<file path="src/hdl/frpp_consts.vh">
// Purpose: Constants for the flash row program and protect sequencer
// Assumes: 32-bit Avalon-MM word registers, byte addresses
// Notes:   Timing counts derive from times in ns and the 8 ns clock
`ifndef FRPP_CONSTS_VH
`define FRPP_CONSTS_VH

// Register byte offsets
`define FRPP_OFS_CTRL        4'h0
`define FRPP_OFS_PROTECT     4'h4
`define FRPP_OFS_STATUS      4'h8
`define FRPP_OFS_FADDR       4'hC

// Control register fields
`define FRPP_CTRL_PGM_BIT    0
`define FRPP_CTRL_ERASE_BIT  1
`define FRPP_CTRL_MASS_BIT   2
`define FRPP_CTRL_HIGH_VOLTAGE_ENABLE_BIT   3

// Flash address register fields: data in 7:0, address in 23:8, go in 31
`define FRPP_FADDR_GO_BIT    31

// Status register fields
`define FRPP_ST_PROT_READ    0
`define FRPP_ST_LATCHED      1
`define FRPP_ST_REFUSED      2
`define FRPP_ST_NVS_DONE     3
`define FRPP_ST_BUSY         4

// Protect byte reset value (erased) and fixed protect positions
`define FRPP_PROTECT_ERASED  8'hFF
`define FRPP_PROTECT_ALL     8'h00
`define FRPP_PROTECT_ADDR    16'hFFBE
`define FRPP_ALWAYS_LO       16'hBE00
`define FRPP_ROW_BYTES       32
`define FRPP_ROW_MASK        16'hFFE0

// Setup wait in ns and derived cycles (least time, rounded up)
`define FRPP_CLK_NS          8
`define FRPP_SETUP_NS        10000
`define FRPP_SETUP_CYC       ((`FRPP_SETUP_NS + `FRPP_CLK_NS - 1) / `FRPP_CLK_NS)

`endif

</file>
<file path="src/hdl/frpp_protect_map.v">
// Purpose: Decide whether a flash address lies in the protected range
// Assumes: Protect byte already valid; addresses are 16-bit
// Notes:   Pure combinational compare
`timescale 1ns/1ns
`default_nettype none
`include "frpp_consts.vh"

module frpp_protect_map (
  input  wire [7:0]  i_protect_start_bits,  // Protect byte
  input  wire [15:0] i_addr,                // Target address
  output wire        o_protected,           // Address is protected
  output wire        o_any_protect          // Some block is protected
);

  // Start address: bits 15:14 one, 13:6 from byte, 5:0 zero
  wire [15:0] start_addr = {2'b11, i_protect_start_bits, 6'h00};

  // All ones leaves everything open, zero locks everything
  assign o_any_protect = (i_protect_start_bits != `FRPP_PROTECT_ERASED);
  assign o_protected   = o_any_protect &&
                         ((i_protect_start_bits == `FRPP_PROTECT_ALL) ||
                          (i_addr >= `FRPP_ALWAYS_LO && i_addr < 16'hC000) ||
                          (i_addr >= start_addr) ||
                          (i_addr == `FRPP_PROTECT_ADDR));

endmodule // frpp_protect_map

`default_nettype wire

</file>
<file path="src/hdl/frpp_wait_timer.v">
// Purpose: Count a fixed wait after a start pulse
// Assumes: One clock domain
// Notes:   Restart on every start pulse
`timescale 1ns/1ns
`default_nettype none

module frpp_wait_timer #(
  parameter integer COUNT = 1250  // Cycles to wait
) (
  input  wire i_sys_clk,  // Clock
  input  wire i_reset,    // Synchronous reset
  input  wire i_start,    // Restart pulse
  input  wire i_clear,    // Abandon wait
  output reg  o_done      // Wait elapsed, level
);

  reg [31:0] count;  // Remaining cycles
  reg        run;    // Counting

  // Load on start, count down, flag when one is left
  always @(posedge i_sys_clk) begin
    if (i_reset || i_clear) begin
      count  <= 32'h00000000;
      run    <= 1'b0;
      o_done <= 1'b0;
    end else if (i_start) begin
      count  <= COUNT;
      run    <= 1'b1;
      o_done <= 1'b0;
    end else if (run) begin
      if (count <= 32'h00000001) begin
        run    <= 1'b0;
        o_done <= 1'b1;
      end else begin
        count <= count - 32'h00000001;
      end
    end
  end

endmodule // frpp_wait_timer

`default_nettype wire

</file>
<file path="src/hdl/frpp_sequencer.v">
// Purpose: Flash row program sequencer with block write protection
// Assumes: Avalon-MM slave, one clock, flash array and pump are outside
// Notes:   Software paces the sequence; the block gates high voltage
//
// The placing of the registers and the Avalon-MM slave port were decided locally.
`timescale 1ns/1ns
`default_nettype none
`include "frpp_consts.vh"

module frpp_sequencer #(
  parameter integer SETUP_CYC = `FRPP_SETUP_CYC  // Setup wait in cycles
) (
  input  wire        i_sys_clk,           // Clock, 125 MHz
  input  wire        i_reset,             // Synchronous reset, active high
  input  wire [3:0]  i_avs_address,       // Byte address
  input  wire        i_avs_read,          // Read request
  input  wire        i_avs_write,         // Write request
  input  wire [31:0] i_avs_writedata,     // Write data
  output reg  [31:0] o_avs_readdata,      // Read data
  output wire        o_avs_waitrequest,   // Stall
  input  wire        i_test_high_voltage, // Test voltage on interrupt pin
  input  wire [7:0]  i_protect_load,      // Protect byte from array at start
  output reg         o_program_select,    // Array program mode
  output reg         o_erase_select,      // Array erase mode
  output reg         o_mass_select,       // Array mass erase mode
  output reg         o_high_voltage_enable, // Charge pump on
  output reg         o_latch_strobe,      // Latch address and data, pulse
  output reg  [15:0] o_latch_addr,        // Latched address
  output reg  [7:0]  o_latch_data         // Latched data
);

  // Control and sequence state
  reg [7:0]  protect_start_bits;  // Protect byte copy
  reg        prot_read;           // Protect byte read since select
  reg        latched;             // Latching write since select
  reg        refused;             // Last voltage request or select write refused, sticky
  reg [15:0] target_addr;         // First latched address
  reg        ack;                 // Answer phase of a bus access
  reg        setup_start;         // Starts the setup wait
  reg        protect_loaded;      // Protect byte sampled after reset
  wire       setup_done;          // Setup wait elapsed
  wire       tgt_protected;       // Target row protected
  wire       any_protect;         // Some block protected

  wire wr      = i_avs_write && !ack;
  wire rd      = i_avs_read && !ack;
  wire sel_any = o_program_select || o_erase_select;

  // One wait state per access, then release
  assign o_avs_waitrequest = (i_avs_read || i_avs_write) && !ack;

  frpp_protect_map u_map (
    .i_protect_start_bits (protect_start_bits),
    .i_addr               (target_addr),
    .o_protected          (tgt_protected),
    .o_any_protect        (any_protect)
  );

  frpp_wait_timer #(
    .COUNT (SETUP_CYC)
  ) u_setup (
    .i_sys_clk (i_sys_clk),
    .i_reset   (i_reset),
    .i_start   (setup_start),
    .i_clear   (!sel_any),
    .o_done    (setup_done)
  );

  // Bus acknowledge toggles one cycle after a request
  always @(posedge i_sys_clk) begin
    if (i_reset) begin
      ack <= 1'b0;
    end else begin
      ack <= (i_avs_read || i_avs_write) && !ack;
    end
  end

  // Read path: registered data at the answering edge
  always @(posedge i_sys_clk) begin
    if (i_reset) begin
      o_avs_readdata <= 32'h00000000;
    end else if (rd) begin
      case (i_avs_address)
        `FRPP_OFS_CTRL:    o_avs_readdata <= {28'h0000000, o_high_voltage_enable,
                                              o_mass_select, o_erase_select,
                                              o_program_select};
        `FRPP_OFS_PROTECT: o_avs_readdata <= {24'h000000, protect_start_bits};
        `FRPP_OFS_STATUS:  o_avs_readdata <= {27'h0000000, sel_any, setup_done,
                                              refused, latched, prot_read};
        `FRPP_OFS_FADDR:   o_avs_readdata <= {8'h00, target_addr, o_latch_data};
        default:           o_avs_readdata <= 32'h00000000;
      endcase
    end
  end

  // Main sequencer: selects, latch, voltage gate, protect update
  always @(posedge i_sys_clk) begin
    if (i_reset) begin
      o_program_select      <= 1'b0;
      o_erase_select        <= 1'b0;
      o_mass_select         <= 1'b0;
      o_high_voltage_enable <= 1'b0;
      o_latch_strobe        <= 1'b0;
      o_latch_addr          <= 16'h0000;
      o_latch_data          <= 8'h00;
      protect_start_bits    <= `FRPP_PROTECT_ERASED;
      protect_loaded        <= 1'b0;
      prot_read             <= 1'b0;
      latched               <= 1'b0;
      refused               <= 1'b0;
      target_addr           <= 16'h0000;
      setup_start           <= 1'b0;
    end else begin
      o_latch_strobe <= 1'b0;
      setup_start    <= 1'b0;
      // Catch the stored protect byte once after reset release
      if (!protect_loaded) begin
        protect_start_bits <= i_protect_load;
        protect_loaded     <= 1'b1;
      end
      // Reading the protect byte counts only inside a sequence
      if (rd && i_avs_address == `FRPP_OFS_PROTECT && sel_any) begin
        prot_read <= 1'b1;
      end
      if (wr && i_avs_address == `FRPP_OFS_CTRL) begin
        // Select bits: neither may rise while the other is one
        if (i_avs_writedata[`FRPP_CTRL_PGM_BIT] && i_avs_writedata[`FRPP_CTRL_ERASE_BIT]) begin
          refused <= 1'b1;
        end else begin
          if (!o_erase_select || !i_avs_writedata[`FRPP_CTRL_ERASE_BIT]) begin
            o_program_select <= i_avs_writedata[`FRPP_CTRL_PGM_BIT] && !o_erase_select;
          end
          if (!o_program_select || !i_avs_writedata[`FRPP_CTRL_PGM_BIT]) begin
            o_erase_select <= i_avs_writedata[`FRPP_CTRL_ERASE_BIT] && !o_program_select;
          end
          o_mass_select <= i_avs_writedata[`FRPP_CTRL_MASS_BIT];
        end
        // A select bit leaving zero restarts the tracked steps
        if (!sel_any && (i_avs_writedata[`FRPP_CTRL_PGM_BIT] ||
                         i_avs_writedata[`FRPP_CTRL_ERASE_BIT])) begin
          prot_read <= 1'b0;
          latched   <= 1'b0;
        end
        // Voltage request is gated by steps, timer and protection
        if (i_avs_writedata[`FRPP_CTRL_HIGH_VOLTAGE_ENABLE_BIT] && !o_high_voltage_enable) begin
          if (sel_any && prot_read && latched && setup_done &&
              !tgt_protected &&
              !(o_mass_select && any_protect) &&
              !(target_addr == `FRPP_PROTECT_ADDR && !i_test_high_voltage)) begin
            o_high_voltage_enable <= 1'b1;
            refused               <= 1'b0;
          end else begin
            refused <= 1'b1;
          end
        end else if (!i_avs_writedata[`FRPP_CTRL_HIGH_VOLTAGE_ENABLE_BIT]) begin
          o_high_voltage_enable <= 1'b0;
        end
      end
      // Flash write: first latches the row, later ones program bytes
      if (wr && i_avs_address == `FRPP_OFS_FADDR &&
          i_avs_writedata[`FRPP_FADDR_GO_BIT] && sel_any) begin
        if (!latched) begin
          if (prot_read) begin
            latched     <= 1'b1;
            target_addr <= i_avs_writedata[23:8];
            setup_start <= 1'b1;
          end
        end else if (o_program_select && o_high_voltage_enable &&
                     ((i_avs_writedata[23:8] & `FRPP_ROW_MASK) ==
                      (target_addr & `FRPP_ROW_MASK))) begin
          o_latch_strobe <= 1'b1;
          o_latch_addr   <= i_avs_writedata[23:8];
          o_latch_data   <= i_avs_writedata[7:0];
          // Programming only clears bits; protect copy follows the array
          if (i_avs_writedata[23:8] == `FRPP_PROTECT_ADDR) begin
            protect_start_bits <= protect_start_bits & i_avs_writedata[7:0];
          end
        end
      end
      // Page erase of the protect byte page restores erased value
      if (o_erase_select && o_high_voltage_enable && !o_mass_select &&
          target_addr[15:6] == `FRPP_PROTECT_ADDR >> 6 &&
          wr && i_avs_address == `FRPP_OFS_CTRL &&
          !i_avs_writedata[`FRPP_CTRL_ERASE_BIT]) begin
        protect_start_bits <= `FRPP_PROTECT_ERASED;
      end
    end
  end

endmodule // frpp_sequencer

`default_nettype wire

</file>
<file path="config.mk">
export PLATFORM = sky130hd
export DESIGN_NAME = frpp_sequencer
export DESIGN_NICKNAME = d
export VERILOG_FILES = /design/src/hdl/frpp_protect_map.v /design/src/hdl/frpp_wait_timer.v /design/src/hdl/frpp_sequencer.v
export VERILOG_INCLUDE_DIRS = /design/src /design/src/hdl
export SDC_FILE = /design/constraint.sdc
export NUM_CORES = 1
export LEC_CHECK = 0
export CAP_MARGIN = 10
export CORE_ASPECT_RATIO = 0.5
export CORE_UTILIZATION = 55
export DETAILED_ROUTE_END_ITERATION = 10
export DONT_BUFFER_PORTS = 1
export GPL_TIMING_DRIVEN = 1
export HOLD_SLACK_MARGIN = 0.05
export PLACE_DENSITY = 0.79
export SKIP_CTS_REPAIR_TIMING = 1
export SLEW_MARGIN = 20
export SYNTH_ARGS = -nofsm -noshare
export SYNTH_HDL_FRONTEND = slang
export SYNTH_HIERARCHICAL = 1
export SYNTH_SLANG_ARGS = --single-unit
</file>
<file path="constraint.sdc">
create_clock -name i_sys_clk -period 2.3 [get_ports i_sys_clk]
set_clock_uncertainty 0.15 [all_clocks]
set_input_delay 0.23 -clock i_sys_clk [delete_from_list [all_inputs] [get_ports i_sys_clk]]
set_output_delay 0.23 -clock i_sys_clk [all_outputs]
set_load 0.005 [all_outputs]
</file>
# == Word level (Yosys, flattened, before mapping) ==
# Cells that the tools add are included.
# totals
regBits,125
mem_bits_rw,0
input_bits,49
romBits,0
memories,0
latchBits,0
# classes
n_addsub,1
shift,0
n_div,0
reduce_logical,71
eq_ne,11
mux,29
mul,0
bitwise,5
magnitude_cmp,4
# ops
operator,count
case mux 24 bit (4 select lines),1
two-way mux 8 bit,5
two-way mux 11 bit,3
"== test 16 bit, second input constant",2
"<= comparator 32 x 1 -> 1 bit, second input constant",1
logical AND 1 bit,32
"subtractor 32 x 1 -> 32 bit, second input constant",1
two-way mux 1 bit,20
>= comparator 16 bit,1
">= comparator 16 bit, second input constant",1
"< comparator 16 bit, second input constant",1
AND reduction 3 bit,5
zero test 1 bit,12
== test 11 bit,1
"== test 10 bit, second input constant",1
AND reduction 2 bit,5
logical OR 1 bit,9
bitwise AND 8 bit,1
"== test 4 bit, second input constant",2
zero test 8 bit,1
"inequality test 8 bit, second input constant",1
OR reduction 3 bit,2
"== test 4 x 3 -> 1 bit, second input constant",1
zero test 4 bit,1
5 further kinds,11

# == Depth between registers and ports, before layout ==
# logic_depth
word_depth,12
ltp_mapped,9
ltp_nobuf,9

# == Hierarchy ==
# Netlist, hierarchy kept.
# by_module_without_submodules
mod,cells_each,instances,area_each_um2
frpp_sequencer,387,1,3623.5
frpp_wait_timer,201,1,1746.7
frpp_protect_map,45,1,329.1

# == Worst setup path after synthesis ==
# OpenSTA, ideal clock, no wires.
# synth_timing
kind,flip-flop to flip-flop
start,register u_setup.count[24]
end,register u_setup.count[6]
arrival_time_ns,2.264
n_path_buf,2
t_required_ns,2.026
path_slack_ns,-0.238
stages_incl_launch_ff,8
period_less_slack_ns,2.538
cell_sequence,dfxtp_1 > or4_1 > buf_2 > or4_1 > buf_6 > o41a_4 > a211oi_1 > nor3_1
# synth_via
elab_chain_cells,3
# synth_lines
item,line_no,text
"start, declared",frpp_wait_timer.v:17,reg [31:0] count;
"start signal, assigned",frpp_wait_timer.v:35,count <= count - 32'h00000001;
<= comparator 32 x 1 -> 1 bit,frpp_wait_timer.v:31,if (count <= 32'h00000001) begin
inequality test 2 bit (no line),-,
AND reduction 2 bit (no line),-,
# No other way between the ends.
# A chain may end at the register's enable or synchronous reset.

# == Worst setup path after layout ==
# layout_timing
start,register protect_start_bits[0]
end,register o_high_voltage_enable
# layout_via
elab_chain_cells,11
# layout_lines
item,line_no,text
"start, declared",frpp_sequencer.v:33,reg [7:0] protect_start_bits;
"start signal, assigned",frpp_sequencer.v:106,protect_start_bits <= `FRPP_PROTECT_ERASED;
"start signal, assigned",frpp_sequencer.v:118,protect_start_bits <= i_protect_load;
"start signal, assigned",frpp_sequencer.v:176,protect_start_bits <= protect_start_bits & i_avs_writedata[7:0];
branches (longest 4 deep; another with >= comparator 16 bit),-,
logical AND 1 bit (*),frpp_protect_map.v:20,assign o_protected = o_any_protect &&
named net tgt_protected,frpp_sequencer.v:42,wire tgt_protected;
zero test 1 bit (*),frpp_sequencer.v:147,!tgt_protected &&
logical AND 1 bit (*),frpp_sequencer.v:146,if (sel_any && prot_read && latched && setup_done &&
logical AND 1 bit (*),frpp_sequencer.v:147,
logical AND 1 bit (*),frpp_sequencer.v:146,
inequality test 2 x 1 -> 1 bit (no line) (*),-,
AND reduction 3 bit (no line) (*),-,
"end signal, assigned",frpp_sequencer.v:102,o_high_voltage_enable <= 1'b0;
"end signal, assigned",frpp_sequencer.v:150,o_high_voltage_enable <= 1'b1;
"end signal, assigned",frpp_sequencer.v:156,o_high_voltage_enable <= 1'b0;
"end, declared",frpp_sequencer.v:26,"output reg o_high_voltage_enable,"
# Mark *: on every way through the listed nets, which the timed path passes.

==> out/metrics.cfg <==
[run_status]
status=finished, violations left
violations=setup timing

[synthesis]
synthTopCellsByCount=dfxtp_1, nor2_1, mux2i_1, nand2_1, a21oi_1
netlist_top_cells_area=dfxtp_1, mux2i_1, nor2_1, a21oi_1, nand2_1
ys_seq_area_share_pct=41.10
yosysUniqueCellTypes=65
synthArstFlopShare_pct=0
yosys_warnings=6
synth_area_mm2=0.005699
syn_area_per_cell_um2=9.004
synth_top_area_share_pct=41.10
ys.flop_type=dfxtp_1
ys_ff_latch=117
synth_most_common_cell=dfxtp_1
syn_inst=633
yosys.area.top_type=dfxtp_1
synth_edf_count=0

[global_routing]
grt_max_degree=74
grt_pass1_wl_um=24010
antenna_found_initial=0
grt_use_total_pct=28.80
first_global_vias=4902
overflow=0

[floorplanning]
fp.dieH_um=73.98
coreArea_mm2=0.009759
start_util_pct=58.40
die_x_um=146.0
ios=111
dieArea_mm2=0.01080
std_cell_rows=25

[critical_path]
worstPathRequired_ns=2.52
crit_end=o_high_voltage_enable
reg2regPathDepth=8
timing.rr.end=o_high_voltage_enable
crit_start=protect_start_bits[0]
rrSetupSlack_ns=-0.14
arrival_ns=2.66
reg2reg_from=protect_start_bits[0]
worst-path-max-fanout=2
cp-start-kind=flop
critical_path_class=reg2reg
cp-end-kind=flop

[cells_and_area]
regArea_mm2=0.002352
fillers=599
stdcell_area_mm2=0.007445
stdcell_count=871
multi_input_area_mm2=0.003282
drive_above_1_share_pct=22.28
final_nets=783
syn2layout_area_growth_pct=30.63
n_antenna_cell=0

[placed_design]
place_area_mm2=0.006207
port_buffers=0
place_hpwl_um=10210
post-place-cells=796
gp_congestion=0.9023

[clock_tree]
cts.clk_slew.worst_paths_ns=0.06
cts_buffer_depth=2
insertion_delay_ns=0.43
htreeDepth=4
cts_made_buffers=17
clock-root-buffer=clkbuf_16
cts.sinks=117
cts_tree=done

[drt]
drt_iter0_drc=366
routed_wl_um=18020
antenna_left=0
vias_per_cell=6.411
routedWlPerCell_um=20.68
first_pass_iters=5
drc=0
dr_total_vias=5584

[sta]
period_minus_slack_ns=2.439
slew_headroom_pct=52.81
timing.final.ws_setup_ns=-0.1388
setup-tns-final_ns=-1.535
whs_ns=0.02093
setup_viol_count_final=25
finalHoldViolations=0
drv_slew=0
rsz0062_at_grt=true
max_slew.worst_pin.slew_ns=0.7005
period_share_pct=106.0
fmax_mhz=410.0

[pwr]
clockPowerShare_pct=53.7
powerDensity_mw_per_mm2=676.7
ir_drop_v=0.0005421
p_switching_mw=1.149
comb_power_share_pct=5.5
power_mw=5.037
p_int_mw=3.889
seqPwrFrac_pct=40.8
p_leak_nw=2.945
power_switching_share_pct=22.80

[min_path]
hp-class=in2reg

[job]
maxCapViolCount=0

-- final cells by class --
type,count,share of cell area [%]
inverters,16,0.8067
flip-flops and latches,117,31.60
repair buffers,111,13.19
multi-input cells,461,44.08
clock buffers,19,5.950
well taps,135,2.269
clock inverters,12,2.101
-- per-stage QoR --
stage	util [%]	setup slack (ns)
after floorplan	-	-0.1294
after global placement	63.60	-0.07232
after detailed placement	63.60	-0.08774
after CTS	69.74	-0.1126
after global routing	76.28	-0.1521
final	76.28	-0.1388
-- routing by layer --
metal	vias up	routed length, µm	global-route usage [%]
met3	91	1614	8.650
met2	320	8651	50.08
met4	0	823	15.79
met1	2656	6927	32.95
li1	2517	-	-
met5	-	0	0
-- cells in the final DEF, fill, tap and decap left out, types with 6 or more instances in the layout --
master / instances
dfxtp_1: 111
nor2_1: 73
buf_4: 66
mux2i_1: 52
nand2_1: 50
a21oi_1: 40
dlygate4sd3_1: 39
nand3_1: 22
or3_1: 19
clkbuf_16: 17
inv_1: 13
xnor2_1: 12
or4_1: 11
o211ai_1: 11
nand4_1: 10
nor3_1: 10
o31ai_1: 9
nand4b_1: 8
conb_1: 8
ha_1: 8
or4_4: 7
nor4_1: 7
o21ai_0: 6
-- power groups by stage --
stage	logic, mW	registers (mW)	clock network [mW]
3_3_place_gp	0.149	2.10	0
2_1_floorplan	0.137	2.10	0
4_1_cts	0.157	2.05	2.70
6_report	0.275	2.06	2.71
5_1_grt	0.287	2.06	2.80
3_5_place_dp	0.154	2.10	0
-- worst max-delay path: stages (launching register included) --
cell,delay (ns)
dfxtp_1,0.41
ha_4,0.23
nor4bb_2,0.16
a221o_1,0.32
a211oi_2,0.18
o22ai_1,0.11
or4_4,0.46
a21oi_4,0.16
o221a_2,0.21
-- how the worst min path moves through the flow --
stage / cells after the start / slack (ns) / startpoint / endpoint
2_1_floorplan: 1 / 0.19 / i_avs_writedata[3] / refused
3_3_place_gp: 1 / 0.16 / i_reset / o_latch_data[4]
3_5_place_dp: 1 / 0.16 / i_reset / o_latch_data[1]
4_1_cts: 1 / -0.28 / i_reset / o_latch_data[1]
5_1_grt: 3 / 0.05 / i_avs_address[3] / o_avs_readdata[5]
6_report: 3 / 0.02 / i_avs_address[3] / o_avs_readdata[2]
-- registers in the layout (all words and copies together), names as in the netlist --
signal / flops
u_setup/count: 32
o_avs_readdata: 24
o_latch_addr: 16
target_addr: 16
o_latch_data: 8
protect_start_bits: 8
ack: 1
latched: 1
o_erase_select: 1
o_high_voltage_enable: 1
o_latch_strobe: 1
o_mass_select: 1
o_program_select: 1
prot_read: 1
protect_loaded: 1
refused: 1
setup_start: 1
u_setup/o_done: 1
u_setup/run: 1
-- cell families after synthesis --
logic type	count (synthesis)	synth area share (%)
flip-flops	117	41.10
AO/OA/AOI/OAI	121	15.24
adder cells (fa/ha/maj)	10	2.195
other	1	0.06580
multiplexers	58	11.11
XOR/XNOR	13	1.998
buffers and inverters	62	5.378
AND/OR/NAND/NOR	251	22.92
(Power assumes the default switching activity.)
